==> src/logic/ctpc_defines.vh <==
`ifndef CTPC_DEFINES_VH
`define CTPC_DEFINES_VH

// register indexes; byte address is four times the index
`define CTPC_ADDR_W 18
`define CTPC_IX_P89_LMODE 16'hF8E2
`define CTPC_IX_P89_LRUN 16'hF8E3
`define CTPC_IX_P89_HMODE 16'hF8E6
`define CTPC_IX_P89_HRUN 16'hF8E7
`define CTPC_IX_PAB_LMODE 16'hF8EA
`define CTPC_IX_PAB_LRUN 16'hF8EB
`define CTPC_IX_PAB_HMODE 16'hF8EE
`define CTPC_IX_PAB_HRUN 16'hF8EF
`define CTPC_IX_PEF_LMODE 16'hF362
`define CTPC_IX_PEF_LRUN 16'hF363
`define CTPC_IX_PEF_HMODE 16'hF36A
`define CTPC_IX_PEF_HRUN 16'hF36B
// counters and compare values: base + 4 * pair + {0 lcnt, 1 hcnt, 2 lcmp, 3 hcmp}
`define CTPC_IX_CNT_BASE 16'hF900
`define CTPC_IX_IRQ_STAT 16'hF910
`define CTPC_IX_IRQ_MASK 16'hF911

// field positions
`define CTPC_OST_BIT 7
`define CTPC_CASC_BIT 5
`define CTPC_ALT_CASC_BIT 2
`define CTPC_STAT_BIT 7
`define CTPC_RUN_BIT 0

// writable bits of each mode register
`define CTPC_LMODE_WMASK 8'hA3
`define CTPC_ALT_LMODE_WMASK 8'h87
`define CTPC_HMODE_WMASK 8'h83
`define CTPC_RESET_BYTE 8'h00

// time base dividers
`define CTPC_DIV64_LAST 6'h3F
`define CTPC_DIV16_LAST 4'hF

`define CTPC_RESP_OKAY 2'b00
`define CTPC_RESP_SLVERR 2'b10

`endif

==> src/logic/ctpc_timer_pairs.v <==
// Function
// two-bit select picks counter clock source
// cascade bit 5 joins pair into 16 bits
// cascaded high counter advances on low overflow
// cascaded pair suppresses low timer interrupt
// 8-bit one-shot clears and stops on match
// cascaded one-shot matches full 16-bit value
// high one-shot bit ignored while cascaded
// high clock select ignored while cascaded
// software rewrites mode only while stopped; the code accepts mode writes while running
// run bit 0 starts and stops counting
// status bit 7 shows counting in progress
// cascaded high counts regardless of run bit
// cascaded high status flag reads zero
// third pair cascade bit sits at 2
// mode 8/16-bit, run 8-bit, reset zero
// counter write clears, cascaded clears both
// cascaded low counter read latches high counter
// status follows run on selected clock
// one-shot match also clears run bit
`timescale 1ns/10ps
`default_nettype none
`include "ctpc_defines.vh"

module ctpc_timer_pairs
(
	// clock and reset
	input wire clk_in,
	input wire rst_in,
	// timer clock pins
	input wire slow_clock_in,
	input wire time_base_clock_in,
	// axi4-lite write address
	input wire s_axi_awvalid_in,
	output wire s_axi_awready_out,
	input wire [`CTPC_ADDR_W-1:0] s_axi_awaddr_in,
	input wire [2:0] s_axi_awprot_in,
	// axi4-lite write data
	input wire s_axi_wvalid_in,
	output wire s_axi_wready_out,
	input wire [31:0] s_axi_wdata_in,
	input wire [3:0] s_axi_wstrb_in,
	// axi4-lite write response
	output wire s_axi_bvalid_out,
	input wire s_axi_bready_in,
	output wire [1:0] s_axi_bresp_out,
	// axi4-lite read address
	input wire s_axi_arvalid_in,
	output wire s_axi_arready_out,
	input wire [`CTPC_ADDR_W-1:0] s_axi_araddr_in,
	input wire [2:0] s_axi_arprot_in,
	// axi4-lite read data
	output wire s_axi_rvalid_out,
	input wire s_axi_rready_in,
	output wire [31:0] s_axi_rdata_out,
	output wire [1:0] s_axi_rresp_out,
	// interrupt
	output wire irq_out
);

	// 0 none, 1 byte only, 2 byte or halfword, 3 full word
	function [1:0] ctpc_kind;
		input [15:0] ix;
		begin
			case (ix)
				`CTPC_IX_P89_LMODE, `CTPC_IX_P89_HMODE, `CTPC_IX_PAB_LMODE,
				`CTPC_IX_PAB_HMODE, `CTPC_IX_PEF_LMODE, `CTPC_IX_PEF_HMODE:
					ctpc_kind = 2'd2;
				`CTPC_IX_P89_LRUN, `CTPC_IX_P89_HRUN, `CTPC_IX_PAB_LRUN,
				`CTPC_IX_PAB_HRUN, `CTPC_IX_PEF_LRUN, `CTPC_IX_PEF_HRUN:
					ctpc_kind = 2'd1;
				`CTPC_IX_IRQ_STAT, `CTPC_IX_IRQ_MASK:
					ctpc_kind = 2'd3;
				default:
					ctpc_kind = (ix[15:4] == `CTPC_IX_CNT_BASE >> 4 && ix[3:0] < 4'hC) ? 2'd1 : 2'd0;
			endcase
		end
	endfunction

	// pin synchronisers; stage two feeds the edge detector, stage one nothing else
	reg [2:0] slow_sync_reg;
	reg [2:0] tb_sync_reg;
	reg [5:0] tb_div_reg;
	wire slow_tick = slow_sync_reg[1] & ~slow_sync_reg[2];
	wire tb_tick = tb_sync_reg[1] & ~tb_sync_reg[2];
	wire tick64 = tb_tick & (tb_div_reg == `CTPC_DIV64_LAST);
	wire tick16 = tb_tick & (tb_div_reg[3:0] == `CTPC_DIV16_LAST);
	wire [3:0] src_ticks = {tick16, tick64, tb_tick, slow_tick};

	always @(posedge clk_in)
	begin
		if (rst_in)
		begin
			slow_sync_reg <= 3'h0;
			tb_sync_reg <= 3'h0;
			tb_div_reg <= 6'h00;
		end
		else
		begin
			slow_sync_reg <= {slow_sync_reg[1:0], slow_clock_in};
			tb_sync_reg <= {tb_sync_reg[1:0], time_base_clock_in};
			if (tb_tick)
				tb_div_reg <= tb_div_reg + 6'h01;
		end
	end

	// bus slave state
	reg awready_reg;
	reg wready_reg;
	reg bvalid_reg;
	reg [1:0] bresp_reg;
	reg arready_reg;
	reg rvalid_reg;
	reg [31:0] rdata_reg;
	reg [1:0] rresp_reg;
	reg aw_hold_reg;
	reg w_hold_reg;
	reg rd_pend_reg;
	reg [`CTPC_ADDR_W-1:0] awaddr_reg;
	reg [`CTPC_ADDR_W-1:0] araddr_reg;
	reg [31:0] wdata_reg;
	reg [3:0] wstrb_reg;
	reg [5:0] irq_stat_reg;
	reg [5:0] irq_mask_reg;
	reg irq_reg;

	wire aw_take = s_axi_awvalid_in & awready_reg;
	wire w_take = s_axi_wvalid_in & wready_reg;
	wire ar_take = s_axi_arvalid_in & arready_reg;
	wire wr_fire = aw_hold_reg & w_hold_reg & ~bvalid_reg;
	wire rd_fire = rd_pend_reg;

	wire [15:0] wr_ix = awaddr_reg[`CTPC_ADDR_W-1:2];
	wire [15:0] rd_ix = araddr_reg[`CTPC_ADDR_W-1:2];
	wire [1:0] wr_kind = ctpc_kind(wr_ix);
	wire [1:0] rd_kind = ctpc_kind(rd_ix);
	// narrow registers refuse lanes they do not have
	wire wr_bad = (awaddr_reg[1:0] != 2'b00) || (wr_kind == 2'd0) ||
		(wr_kind == 2'd1 && wstrb_reg[3:1] != 3'b000) ||
		(wr_kind == 2'd2 && wstrb_reg[3:2] != 2'b00);
	wire rd_bad = (araddr_reg[1:0] != 2'b00) || (rd_kind == 2'd0);
	wire wr_ok = wr_fire & ~wr_bad & wstrb_reg[0];
	wire rd_ok = rd_fire & ~rd_bad;
	wire [7:0] wd = wdata_reg[7:0];

	wire aw_hold_next = wr_fire ? 1'b0 : (aw_take ? 1'b1 : aw_hold_reg);
	wire w_hold_next = wr_fire ? 1'b0 : (w_take ? 1'b1 : w_hold_reg);
	wire bvalid_next = wr_fire ? 1'b1 : ((bvalid_reg & s_axi_bready_in) ? 1'b0 : bvalid_reg);
	wire rd_pend_next = ar_take;
	wire rvalid_next = rd_fire ? 1'b1 : ((rvalid_reg & s_axi_rready_in) ? 1'b0 : rvalid_reg);

	wire [5:0] events;
	wire [23:0] pair_rdata;
	wire [5:0] stat_next = (irq_stat_reg &
		~((wr_ok && wr_ix == `CTPC_IX_IRQ_STAT) ? wd[5:0] : 6'h00)) | events;

	always @(posedge clk_in)
	begin
		if (rst_in)
		begin
			awready_reg <= 1'b0;
			wready_reg <= 1'b0;
			bvalid_reg <= 1'b0;
			bresp_reg <= `CTPC_RESP_OKAY;
			arready_reg <= 1'b0;
			rvalid_reg <= 1'b0;
			rdata_reg <= 32'h00000000;
			rresp_reg <= `CTPC_RESP_OKAY;
			aw_hold_reg <= 1'b0;
			w_hold_reg <= 1'b0;
			rd_pend_reg <= 1'b0;
			awaddr_reg <= {`CTPC_ADDR_W{1'b0}};
			araddr_reg <= {`CTPC_ADDR_W{1'b0}};
			wdata_reg <= 32'h00000000;
			wstrb_reg <= 4'h0;
			irq_stat_reg <= 6'h00;
			irq_mask_reg <= 6'h00;
			irq_reg <= 1'b0;
		end
		else
		begin
			aw_hold_reg <= aw_hold_next;
			w_hold_reg <= w_hold_next;
			bvalid_reg <= bvalid_next;
			rd_pend_reg <= rd_pend_next;
			rvalid_reg <= rvalid_next;
			awready_reg <= ~aw_hold_next & ~bvalid_next;
			wready_reg <= ~w_hold_next & ~bvalid_next;
			arready_reg <= ~rd_pend_next & ~rvalid_next;
			if (aw_take)
				awaddr_reg <= s_axi_awaddr_in;
			if (w_take)
			begin
				wdata_reg <= s_axi_wdata_in;
				wstrb_reg <= s_axi_wstrb_in;
			end
			if (ar_take)
				araddr_reg <= s_axi_araddr_in;
			if (wr_fire)
				bresp_reg <= wr_bad ? `CTPC_RESP_SLVERR : `CTPC_RESP_OKAY;
			if (rd_fire)
			begin
				rresp_reg <= rd_bad ? `CTPC_RESP_SLVERR : `CTPC_RESP_OKAY;
				if (!rd_ok)
					rdata_reg <= 32'h00000000;
				else if (rd_ix == `CTPC_IX_IRQ_STAT)
					rdata_reg <= {26'h0000000, irq_stat_reg};
				else if (rd_ix == `CTPC_IX_IRQ_MASK)
					rdata_reg <= {26'h0000000, irq_mask_reg};
				else
					rdata_reg <= {24'h000000, pair_rdata[7:0] | pair_rdata[15:8] | pair_rdata[23:16]};
			end
			// a new event in the clearing cycle survives the clear
			irq_stat_reg <= stat_next;
			if (wr_ok && wr_ix == `CTPC_IX_IRQ_MASK)
				irq_mask_reg <= wd[5:0];
			irq_reg <= |(stat_next & ((wr_ok && wr_ix == `CTPC_IX_IRQ_MASK) ? wd[5:0] : irq_mask_reg));
		end
	end

	genvar gi;
	generate
		for (gi = 0; gi < 3; gi = gi + 1)
		begin : pair
			localparam [15:0] LM_IX = gi == 0 ? `CTPC_IX_P89_LMODE :
				gi == 1 ? `CTPC_IX_PAB_LMODE : `CTPC_IX_PEF_LMODE;
			localparam [15:0] LR_IX = gi == 0 ? `CTPC_IX_P89_LRUN :
				gi == 1 ? `CTPC_IX_PAB_LRUN : `CTPC_IX_PEF_LRUN;
			localparam [15:0] HM_IX = gi == 0 ? `CTPC_IX_P89_HMODE :
				gi == 1 ? `CTPC_IX_PAB_HMODE : `CTPC_IX_PEF_HMODE;
			localparam [15:0] HR_IX = gi == 0 ? `CTPC_IX_P89_HRUN :
				gi == 1 ? `CTPC_IX_PAB_HRUN : `CTPC_IX_PEF_HRUN;
			// spelled out per pair so no integer product is narrowed
			localparam [15:0] LC_IX = gi == 0 ? `CTPC_IX_CNT_BASE :
				gi == 1 ? `CTPC_IX_CNT_BASE + 16'h0004 : `CTPC_IX_CNT_BASE + 16'h0008;
			localparam [15:0] HC_IX = LC_IX + 16'h0001;
			localparam [15:0] LD_IX = LC_IX + 16'h0002;
			localparam [15:0] HD_IX = LC_IX + 16'h0003;
			localparam CB = gi == 2 ? `CTPC_ALT_CASC_BIT : `CTPC_CASC_BIT;
			localparam [7:0] LMASK = gi == 2 ? `CTPC_ALT_LMODE_WMASK : `CTPC_LMODE_WMASK;

			reg [7:0] lmode_reg;
			reg [7:0] hmode_reg;
			reg low_run_bit_reg;
			reg high_run_bit_reg;
			reg low_counting_flag_reg;
			reg high_counting_flag_reg;
			reg [7:0] low_counter_reg;
			reg [7:0] high_counter_reg;
			reg [7:0] low_compare_value_reg;
			reg [7:0] high_compare_value_reg;
			reg [7:0] high_latch_reg;

			wire casc = lmode_reg[CB];
			wire ltick = src_ticks[lmode_reg[1:0]];
			wire htick = src_ticks[hmode_reg[1:0]] & ~casc;
			wire lcount = low_counting_flag_reg & ltick;
			wire hcount = high_counting_flag_reg & htick;
			wire lmatch = low_counter_reg == low_compare_value_reg;
			wire hmatch = high_counter_reg == high_compare_value_reg;
			wire lev = lcount & lmatch & ~casc;
			wire hev = hcount & hmatch;
			wire cev = lcount & casc & lmatch & hmatch;
			wire lovf = lcount & (low_counter_reg == 8'hFF);
			wire l_oneshot = lmode_reg[`CTPC_OST_BIT];
			wire h_oneshot = hmode_reg[`CTPC_OST_BIT] & ~casc;
			wire l_stop = (lev | cev) & l_oneshot;
			wire h_stop = hev & h_oneshot;
			wire wr_lc = wr_ok && wr_ix == LC_IX;
			wire wr_hc = wr_ok && wr_ix == HC_IX;

			assign events[2 * gi] = lev;
			assign events[2 * gi + 1] = hev | cev;

			always @(posedge clk_in)
			begin
				if (rst_in)
				begin
					lmode_reg <= `CTPC_RESET_BYTE;
					hmode_reg <= `CTPC_RESET_BYTE;
					low_run_bit_reg <= 1'b0;
					high_run_bit_reg <= 1'b0;
					low_counting_flag_reg <= 1'b0;
					high_counting_flag_reg <= 1'b0;
					low_counter_reg <= 8'h00;
					high_counter_reg <= 8'h00;
					low_compare_value_reg <= 8'h00;
					high_compare_value_reg <= 8'h00;
					high_latch_reg <= 8'h00;
				end
				else
				begin
					// mode changes while running are the caller's fault, not blocked
					if (wr_ok && wr_ix == LM_IX)
						lmode_reg <= wd & LMASK;
					if (wr_ok && wr_ix == HM_IX)
						hmode_reg <= wd & `CTPC_HMODE_WMASK;
					if (wr_ok && wr_ix == LD_IX)
						low_compare_value_reg <= wd;
					if (wr_ok && wr_ix == HD_IX)
						high_compare_value_reg <= wd;

					// a one-shot stop overrides a run write in the same cycle
					if (l_stop)
						low_run_bit_reg <= 1'b0;
					else if (wr_ok && wr_ix == LR_IX)
						low_run_bit_reg <= wd[`CTPC_RUN_BIT];
					if (h_stop)
						high_run_bit_reg <= 1'b0;
					else if (wr_ok && wr_ix == HR_IX)
						high_run_bit_reg <= wd[`CTPC_RUN_BIT];

					// start and stop take effect on the next selected tick
					if (l_stop)
						low_counting_flag_reg <= 1'b0;
					else if (ltick)
						low_counting_flag_reg <= low_run_bit_reg;
					if (casc | h_stop)
						high_counting_flag_reg <= 1'b0;
					else if (src_ticks[hmode_reg[1:0]])
						high_counting_flag_reg <= high_run_bit_reg;

					if (wr_lc | (wr_hc & casc))
						low_counter_reg <= 8'h00;
					else if (lcount)
						low_counter_reg <= (casc ? (lmatch & hmatch) : lmatch) ? 8'h00 :
							low_counter_reg + 8'h01;

					if (wr_hc | (wr_lc & casc))
						high_counter_reg <= 8'h00;
					else if (cev)
						high_counter_reg <= 8'h00;
					else if (casc & lovf)
						high_counter_reg <= high_counter_reg + 8'h01;
					else if (hcount)
						high_counter_reg <= hmatch ? 8'h00 : high_counter_reg + 8'h01;

					if (rd_ok && rd_ix == LC_IX && casc)
						high_latch_reg <= high_counter_reg;
				end
			end

			assign pair_rdata[8 * gi +: 8] = !rd_ok ? 8'h00 :
				rd_ix == LM_IX ? lmode_reg :
				rd_ix == HM_IX ? hmode_reg :
				rd_ix == LR_IX ? {low_counting_flag_reg, 6'h00, low_run_bit_reg} :
				rd_ix == HR_IX ? {high_counting_flag_reg & ~casc, 6'h00, high_run_bit_reg} :
				rd_ix == LC_IX ? low_counter_reg :
				rd_ix == HC_IX ? (casc ? high_latch_reg : high_counter_reg) :
				rd_ix == LD_IX ? low_compare_value_reg :
				rd_ix == HD_IX ? high_compare_value_reg : 8'h00;
		end
	endgenerate

	assign s_axi_awready_out = awready_reg;
	assign s_axi_wready_out = wready_reg;
	assign s_axi_bvalid_out = bvalid_reg;
	assign s_axi_bresp_out = bresp_reg;
	assign s_axi_arready_out = arready_reg;
	assign s_axi_rvalid_out = rvalid_reg;
	assign s_axi_rdata_out = rdata_reg;
	assign s_axi_rresp_out = rresp_reg;
	assign irq_out = irq_reg;

endmodule
`default_nettype wire

==> config.mk <==
export PLATFORM = sky130hd
export DESIGN_NAME = ctpc_timer_pairs
export DESIGN_NICKNAME = d
export VERILOG_FILES = /design/src/logic/ctpc_timer_pairs.v
export VERILOG_INCLUDE_DIRS = /design/src /design/src/logic
export SDC_FILE = /design/constraint.sdc
export NUM_CORES = 1
export LEC_CHECK = 0
export BUFFER_PORTS_ARGS = -buffer_cell sky130_fd_sc_hd__buf_2
export CAP_MARGIN = 20
export CORE_AREA = 3 3 148 179
export DETAILED_ROUTE_END_ITERATION = 12
export DIE_AREA = 0 0 151 182
export MAX_ROUTING_LAYER = met4
export PLACE_DENSITY = 0.71
export SETUP_SLACK_MARGIN = 0.15
export SYNTH_ARGS = -nofsm -noshare
export SYNTH_HDL_FRONTEND = slang
export SYNTH_SLANG_ARGS = --single-unit
==> constraint.sdc <==
create_clock -name clk_in -period 2.3 [get_ports clk_in]
set_clock_uncertainty 0.05 [all_clocks]
set_input_delay 0.23 -clock clk_in [delete_from_list [all_inputs] [get_ports clk_in]]
set_output_delay 0.23 -clock clk_in [all_outputs]
set_load 0.02 [all_outputs]
==> results.json, run 1 <==
{
  "yosys.area_share.xor_xnor": 0.0659,
  "synth_edf_count": 0,
  "ir_drop_v": 0.000586,
  "synth_top_family_by_area": "simple AND/OR/NAND/NOR gates",
  "antenna_found_initial": 0,
  "clockBufferDepth": 3,
  "p_sw_mw": 2.12,
  "ff2ff_setup_slack_ps": -200,
  "fillCellCount": 1939,
  "io_pins": 129,
  "p_seq_frac": 0.469,
  "synth_mux_area_frac": 0.133,
  "gp_congestion": 0.984,
  "finalHoldViolations": 0,
  "diodes": 0,
  "p_per_area_nw_per_um2": 572,
  "p_int_mw": 7.17,
  "crit_path_frequent_cell": "buf_6",
  "wl_per_cell_um": 19.3,
  "overflow": 0,
  "seq_area_um2": 4910,
  "tightest_slew_ps": 866,
  "drc": 0,
  "ant_nets": 0,
  "crit_cells": 8,
  "power_mw": 9.29,
  "synth.ff_latch_count": 244,
  "wirelength_mm": 38.2,
  "initial_utilization": 0.499,
  "slowest_stage": "or4b_4",
  "relSlewSlack": 0.422,
  "synthesis.area_um2": 12400,
  "clk_pin_slew_ps": 60,
  "cp_cell_sequence": "or4b_4 -> or4_4 -> o31a_2 -> buf_6 -> nand4b_1 -> buf_6 -> mux2i_1 -> nor2_1",
  "cts_tree": "built",
  "yosysSeqAreaShare": 0.395,
  "path_class": "register to register",
  "insertion_delay_ps": 520,
  "yosysUniqueCellTypes": 83,
  "post_synth_fa_ha_maj_area_fraction": 0.00709,
  "critPathArrivalTime_ps": 2840,
  "r2r-start": "awaddr_reg[5]",
  "crit_required_ps": 2640,
  "dp_hpwl_mm": 26.3,
  "timing.final.crit_period_ps": 2500,
  "rows": 63,
  "clkPwrFrac": 0.464,
  "routed-via-count": 11500,
  "final_common_cell": "dfxtp_1",
  "max_stage_delay_ps": 550,
  "grt_pass1_wl_mm": 58.5,
  "port_buffers": 72,
  "synth_compound_area_frac": 0.126,
  "die_w_um": 151,
  "reg2regPathDepth": 8,
  "drtIter0Drc": 1072,
  "via_per_inst": 5.80,
  "regToRegEndpoint": "pair[0].high_compare_value_reg[7]",
  "sw_frac_of_total": 0.229,
  "drive_above_1_share": 0.274,
  "track_usage": 0.273,
  "fin_crit_sh": 1.09,
  "worst_hold_path.endpoint": "w_hold_reg",
  "syn_inst": 1393,
  "hold_path_class": "primary input to register",
  "cp-end-kind": "register",
  "final-setup-viol-count": 101,
  "chipHeight_um": 182,
  "grt_pass1_vias": 11100,
  "dp_slack_ps": -303,
  "grt_max_degree": 121,
  "startpoint_type": "register",
  "setup_tns_ps": -9500,
  "dieArea_um2": 27500,
  "violations": "setup timing",
  "nets": 1729,
  "synth_top_flop_cell": "dfxtp_1",
  "area_delta_synth_final_pct": 31.4,
  "cp.buffers_inverters": 2,
  "htreeDepth": 1,
  "synth-simple-area-share": 0.221,
  "p_leak_nw": 6.70,
  "multi_input_area_um2": 7570,
  "cts.sinks": 244,
  "avgSynthCellArea_um2": 8.87,
  "hold_start": "rst_in",
  "core-area_um2": 24800,
  "mostFrequentLayoutCells": "dfxtp_1 (229), nor2_1 (155), nand2_1 (142)",
  "p_comb_frac": 0.067,
  "synthArstFlopShare": 0,
  "cap_violations": 0,
  "hold_path_depth": 2,
  "cts-root-buf": "clkbuf_16",
  "status": "finished with violations",
  "crit_family": "simple AND/OR/NAND/NOR gates",
  "rsz0062_at_grt": "true",
  "numCtsBuffers": 27,
  "fmax_mhz": 400,
  "setup_slack_ps": -201,
  "drt_first_pass_iters": 6,
  "cp_max_fo": 8,
  "drv_slew": 0,
  "yosys_warnings": 0
}
power groups by stage:
stage	clock, mW	sequential [mW]	combinational (mW)
global route	4.54	4.36	0.674
detailed placement	0	4.44	0.499
CTS	4.37	4.35	0.594
finish	4.31	4.36	0.627
floorplan	0	4.42	0.342
global placement	0	4.44	0.490
stage by stage:
stage | cells | area, um2 | util | hold WS [ps]
floorplan | 1418 | 12500 | - | 306
global route | 1976 | 16200 | 0.656 | 86.8
detailed placement | 1849 | 13900 | 0.561 | 378
global placement | 1849 | 13900 | 0.561 | 374
CTS | 1965 | 15800 | 0.637 | 49.6
finish | 1976 | 16200 | 0.656 | 72.9
worst max path at each step:
stage | startpoint | endpoint
after floorplan | awaddr_reg[6] | pair[0].low_compare_value_reg[5]
after global placement | awaddr_reg[7] | pair[1].low_compare_value_reg[4]
after detailed placement | awaddr_reg[7] | pair[1].low_compare_value_reg[1]
after CTS | awaddr_reg[7] | pair[0].high_compare_value_reg[7]
after global routing | awaddr_reg[7] | pair[0].high_compare_value_reg[6]
final | awaddr_reg[5] | pair[0].high_compare_value_reg[7]
cell families after synthesis:
group                    after synthesis
AO/OA/AOI/OAI                        218
XOR/XNOR                              93
adder cells (fa/ha/maj)                7
buffers and inverters                134
flip-flops                           244
multiplexers                         142
other                                  1
AND/OR/NAND/NOR                      554
routing by layer:
layer | up-vias | global-route usage | wire, um | share of wire
met5 | - | - | 0 | 0
met4 | 0 | 0.108 | 1580 | 0.041
met3 | 108 | 0.0352 | 2510 | 0.066
met2 | 478 | 0.454 | 18900 | 0.50
met1 | 5504 | 0.334 | 15200 | 0.40
li1 | 5369 | - | - | -
Yosys cell counts (24+ instances only):
cell | number | area [um2]
xor2_1 | 64 | 561
dfxtp_1 | 244 | 4880
nand2_1 | 150 | 563
nand4_1 | 26 | 163
xnor2_1 | 29 | 254
nand3_1 | 37 | 185
a22o_1 | 29 | 254
clkbuf_1 | 58 | 218
nor2_1 | 183 | 687
mux2i_1 | 110 | 1100
a21oi_1 | 65 | 325
o21ai_0 | 24 | 120
nor3_1 | 25 | 125
buf_4 | 30 | 225
area by class of cell:
class | count | area share
Clock buffer | 36 | 0.0468
Tap cell | 325 | 0.0250
Sequential cell | 244 | 0.302
Clock inverter | 9 | 0.00740
Inverter | 23 | 0.00547
Timing Repair Buffer | 299 | 0.147
Multi-Input combinational cell | 1040 | 0.467
repair_timing:
action	4_1_cts	5_1_grt
setup endpoints to repair	140	158
gates resized for setup	71	98
buffers inserted	19	10
cloned	0	1
hold buffers	52	0
pin swaps	53	43
endpoints found under the hold margin	53	0
Power figures use the tool's default switching activity.
==> inputs of run 2 (changes only) <==
--- a/config.mk
+++ b/config.mk
@@ -6,13 +6,15 @@
 export SDC_FILE = /design/constraint.sdc
 export NUM_CORES = 1
 export LEC_CHECK = 0
-export BUFFER_PORTS_ARGS = -buffer_cell sky130_fd_sc_hd__buf_2
 export CAP_MARGIN = 20
-export CORE_AREA = 3 3 148 179
+export CELL_PAD_IN_SITES_DETAIL_PLACEMENT = 2
+export CELL_PAD_IN_SITES_GLOBAL_PLACEMENT = 2
+export CORE_AREA = 3 3 174 209
 export DETAILED_ROUTE_END_ITERATION = 12
-export DIE_AREA = 0 0 151 182
+export DIE_AREA = 0 0 177 212
+export DONT_BUFFER_PORTS = 1
 export MAX_ROUTING_LAYER = met4
-export PLACE_DENSITY = 0.71
+export PLACE_DENSITY_LB_ADDON = 0.1
 export SETUP_SLACK_MARGIN = 0.15
 export SYNTH_ARGS = -nofsm -noshare
 export SYNTH_HDL_FRONTEND = slang
==> results.json, run 2 (synthesized netlist as in run 1, its figures left out) <==
{
  "topRoutingLayerUsed": "met4",
  "cp_cell_sequence": "nand4bb_4 -> buf_6 -> or3_4 -> buf_4 -> nor4_4 -> buf_4 -> nor4b_4 -> buf_6 -> mux2i_1 -> nor2_1",
  "dp_hpwl_mm": 35.6,
  "fillCellCount": 3452,
  "violations": "hold timing, setup timing",
  "initial_utilization": 0.360,
  "dr_wl_met3_mm": 4.18,
  "whs_ps": -286,
  "critPathArrivalTime_ps": 3210,
  "cp_max_fo": 8,
  "ir_drop_v": 0.000602,
  "port_buffers": 0,
  "startpoint_type": "register",
  "wl_met2_mm": 36.0,
  "cts.sinks": 244,
  "final_common_cell": "dfxtp_1",
  "clk_pin_slew_ps": 70,
  "path_class": "register to register",
  "power_mw": 9.80,
  "drive_above_1_share": 0.360,
  "relSlewSlack": 0.467,
  "io_pins": 129,
  "cts_tree": "built",
  "clockBufferDepth": 3,
  "die_w_um": 177,
  "cp-end-kind": "register",
  "crit_required_ps": 2690,
  "gp_congestion": 0.888,
  "ant_nets": 0,
  "numCtsBuffers": 27,
  "grt_pass1_wl_mm": 85.6,
  "drc": 0,
  "wl_per_cell_um": 33.5,
  "placed_cells_incl_taps": 1968,
  "final-setup-viol-count": 157,
  "p_leak_nw": 7.38,
  "track_usage": 0.305,
  "utilization": 0.529,
  "seq_area_um2": 4920,
  "setup_tns_ps": -38320,
  "via_per_inst": 6.10,
  "htreeDepth": 1,
  "timing.final.crit_period_ps": 2820,
  "stdcell_area_um2": 18200,
  "cts_hold_buf": 66,
  "chipHeight_um": 212,
  "status": "finished with violations",
  "finalHoldViolations": 111,
  "multi_input_area_um2": 8460,
  "grt_pass1_vias": 13800,
  "overflow": 0,
  "wirelength_mm": 72.4,
  "fin_crit_sh": 1.23,
  "drv_slew": 0,
  "nets": 1781,
  "setup_slack_ps": -521,
  "drtIter0Drc": 988,
  "drt_first_pass_iters": 6,
  "area_delta_synth_final_pct": 47.1,
  "fin_cells": 2161,
  "grt_max_degree": 171,
  "cts-root-buf": "clkbuf_16",
  "insertion_delay_ps": 580,
  "antenna_found_initial": 1,
  "routed-via-count": 13200,
  "met1_length_mm": 25.8,
  "dieArea_um2": 37500,
  "p_per_area_nw_per_um2": 540,
  "core-area_um2": 34400,
  "dp_slack_ps": -429,
  "slowest_stage": "or3_4",
  "rsz0062_at_grt": "true",
  "mostFrequentLayoutCells": "dfxtp_1 (221), buf_4 (205), nor2_1 (143)",
  "cap_violations": 0,
  "fmax_mhz": 355,
  "rows": 74,
  "max_stage_delay_ps": 420,
  "placed_area_um2": 14200,
  "hold_path_class": "primary input to register",
  "tightest_slew_ps": 800
}
==> run 2: changes by cell type in the layout (fill, tap and decap cells not counted), moves of 17 or more <==
cell	previous run	this run
buf_2	71	0
buf_4	141	205
buf_6	29	67
nor2_4	3	25
mux2i_1	108	91
==> run 2: routing by layer <==
| layer | track usage | vias up |
|---|---|---|
| met4 | 0.144 | 0 |
| met1 | 0.341 | 6701 |
| li1 | - | 5464 |
| met3 | 0.0438 | 363 |
| met2 | 0.537 | 654 |
| met5 | - | - |
==> run 2: repair_timing <==
item                                    in CTS  in global routing
cloned                                       0                  1
pin swaps                                   62                 99
endpoints found under the setup margin     159                194
resized for setup                          154                246
endpoints found under the hold margin      231                146
buffers inserted                            43                 38
==> run 2: layout make-up <==
| class | count | share of cell area |
|---|---|---|
| multi-input cells | 1040 | 0.466 |
| flip-flops and latches | 244 | 0.271 |
| repair buffers | 351 | 0.177 |
| clock buffers | 40 | 0.0443 |
| well taps | 456 | 0.0314 |
| clock inverters | 6 | 0.00592 |
| inverters | 23 | 0.00489 |
| diodes | 1 | 0.000138 |
==> run 2: worst paths after layout <==
check                                                from                               end  slack, ps  depth (start not counted)
worst max-delay path                        awaddr_reg[9]  pair[0].low_compare_value_reg[2]       -520                         10
worst min register to register  pair[0].high_latch_reg[6]         pair[0].high_latch_reg[6]        460                          2
worst max register to register              awaddr_reg[9]  pair[0].low_compare_value_reg[2]       -520                         10
worst min-delay path                               rst_in  pair[2].low_compare_value_reg[6]       -290                          1
==> run 2: worst max-delay path, delay by kind of cell, from the launching register on <==
kind                   cells  cell delay [ps]
buffers and inverters      4              730
DFF                        1              340
and+or+nand+nor            5             1220
muxes                      1              330
==> run 2: power breakdown <==
group	switching, mW	internal (mW)	leakage (nW)
logic	0.429	0.282	4.95
registers	0.0947	4.28	1.98
clock network	1.98	2.73	0.447
==> inputs of run 3 (changes only) <==
--- a/config.mk
+++ b/config.mk
@@ -13,6 +13,7 @@
 export DETAILED_ROUTE_END_ITERATION = 12
 export DIE_AREA = 0 0 177 212
 export DONT_BUFFER_PORTS = 1
+export HOLD_SLACK_MARGIN = 0.06
 export MAX_ROUTING_LAYER = met4
 export PLACE_DENSITY_LB_ADDON = 0.1
 export SETUP_SLACK_MARGIN = 0.15
==> results.json, run 3 (synthesized netlist as in run 1, its figures left out) <==
{
  "cp_max_fo": 8,
  "initial_utilization": 0.360,
  "hold_path_depth": 1,
  "finalHoldViolations": 126,
  "cap_violations": 0,
  "hold_start": "rst_in",
  "ff2ff_setup_slack_ps": -450,
  "p_comb_frac": 0.073,
  "port_buffers": 0,
  "antenna_found_initial": 0,
  "fin_cells": 2158,
  "fin_crit_sh": 1.20,
  "p_int_mw": 7.30,
  "tightest_slew_ps": 776,
  "r2r-start": "awaddr_reg[9]",
  "fillCellCount": 3440,
  "final_common_cell": "dfxtp_1",
  "dr_wl_met3_mm": 4.10,
  "rsz0062_at_grt": "true",
  "timing.final.crit_period_ps": 2750,
  "drive_above_1_share": 0.357,
  "whs_ps": -307,
  "relSlewSlack": 0.482,
  "critPathArrivalTime_ps": 3150,
  "gp_congestion": 0.888,
  "placed_cells_incl_taps": 1968,
  "cp-end-kind": "register",
  "wl_per_cell_um": 33.1,
  "wirelength_mm": 71.4,
  "p_seq_frac": 0.446,
  "startpoint_type": "register",
  "drt_first_pass_iters": 5,
  "power_mw": 9.82,
  "drv_slew": 0,
  "grt_pass1_wl_mm": 85.6,
  "fmax_mhz": 363,
  "setup_tns_ps": -36710,
  "grt_pass1_vias": 13700,
  "routed-via-count": 13200,
  "htreeDepth": 1,
  "cts-root-buf": "clkbuf_16",
  "path_class": "register to register",
  "io_pins": 129,
  "mostFrequentLayoutCells": "dfxtp_1 (224), buf_4 (204), nor2_1 (138)",
  "hold_path_class": "primary input to register",
  "area_delta_synth_final_pct": 47.1,
  "sw_frac_of_total": 0.257,
  "nets": 1779,
  "ir_drop_v": 0.000549,
  "cp_cell_sequence": "buf_4 -> nand2b_1 -> o31ai_2 -> a32oi_1 -> o31a_4 -> buf_12 -> nor4b_4 -> buf_6 -> mux2i_1 -> nor2_1",
  "regToRegEndpoint": "pair[0].low_compare_value_reg[7]",
  "track_usage": 0.305,
  "insertion_delay_ps": 580,
  "setup_slack_ps": -455,
  "via_per_inst": 6.10,
  "dieArea_um2": 37500,
  "chipHeight_um": 212,
  "rows": 74,
  "topRoutingLayerUsed": "met4",
  "max_stage_delay_ps": 350,
  "violations": "hold timing, setup timing",
  "p_per_area_nw_per_um2": 540,
  "final-setup-viol-count": 155,
  "die_w_um": 177,
  "reg2regPathDepth": 10,
  "p_leak_nw": 7.38,
  "met1_length_mm": 25.8,
  "cts_tree": "built",
  "grt_max_degree": 171,
  "slowest_stage": "o31a_4",
  "dp_slack_ps": -429,
  "overflow": 0,
  "crit_required_ps": 2690,
  "dp_hpwl_mm": 35.6,
  "clkPwrFrac": 0.481,
  "drtIter0Drc": 1061,
  "drc": 0,
  "utilization": 0.529,
  "core-area_um2": 34400,
  "cts.sinks": 244,
  "clockBufferDepth": 3,
  "ant_nets": 0,
  "status": "finished with violations",
  "diodes": 0,
  "wl_met2_mm": 36.3,
  "clk_pin_slew_ps": 60,
  "numCtsBuffers": 27,
  "p_sw_mw": 2.52,
  "cts_hold_buf": 68,
  "worst_hold_path.endpoint": "pair[2].high_compare_value_reg[5]"
}
run 3: how the worst max path moves through the flow:
stage / from / end / slack [ps] / depth (start not counted)
after floorplan: awaddr_reg[6] / pair[0].low_compare_value_reg[5] / -100 / 9
after global placement: awaddr_reg[11] / pair[1].low_compare_value_reg[3] / -300 / 9
after detailed placement: awaddr_reg[7] / pair[0].low_compare_value_reg[6] / -430 / 8
after CTS: awaddr_reg[7] / pair[0].low_run_bit_reg / -210 / 9
after global routing: awaddr_reg[7] / irq_out / -530 / 9
final: awaddr_reg[9] / pair[0].low_compare_value_reg[7] / -450 / 10
run 3: per-layer routing:
metal | global-route usage | vias to the layer above
met4 | 0.144 | 0
met5 | - | -
met2 | 0.535 | 683
met3 | 0.0466 | 303
met1 | 0.341 | 6718
li1 | - | 5453
run 3: per-stage QoR:
stage	hold slack (ps)	cell area, um2
2_1_floorplan	306	12500
3_3_place_gp	265	14200
3_5_place_dp	269	14200
4_1_cts	-313	16800
5_1_grt	-310	18200
6_report	-307	18200
run 3: what timing repair did:
item,CTS,global route
cloned,0,1
hold endpoints to repair,234,165
pin swaps,62,106
buffers inserted,43,34
setup endpoints to repair,159,193
resized for setup,154,241
run 3: cell type report:
| type | count | area [um2] | area share |
|---|---|---|---|
| flip-flops and latches | 244 | 4920 | 0.271 |
| clock inverters | 6 | 108 | 0.00592 |
| repair buffers | 349 | 3200 | 0.176 |
| inverters | 23 | 88.8 | 0.00489 |
| well taps | 456 | 571 | 0.0314 |
| clock buffers | 40 | 805 | 0.0443 |
| multi-input cells | 1040 | 8490 | 0.467 |
run 3: worst max-delay path, delay by kind of cell, from the launching register on:
family | cells | cell delay (ps)
compound gates | 3 | 880
simple gates | 3 | 570
buf+inv | 3 | 510
flops | 1 | 330
mux | 1 | 270
run 3: power groups by stage:
stage	Combinational (mW)	Clock [mW]	Sequential [mW]
final	0.715	4.73	4.38
after global routing	0.745	4.93	4.38
after CTS	0.587	4.64	4.35
after detailed placement	0.466	0	4.44
after global placement	0.451	0	4.44
after floorplan	0.342	0	4.42
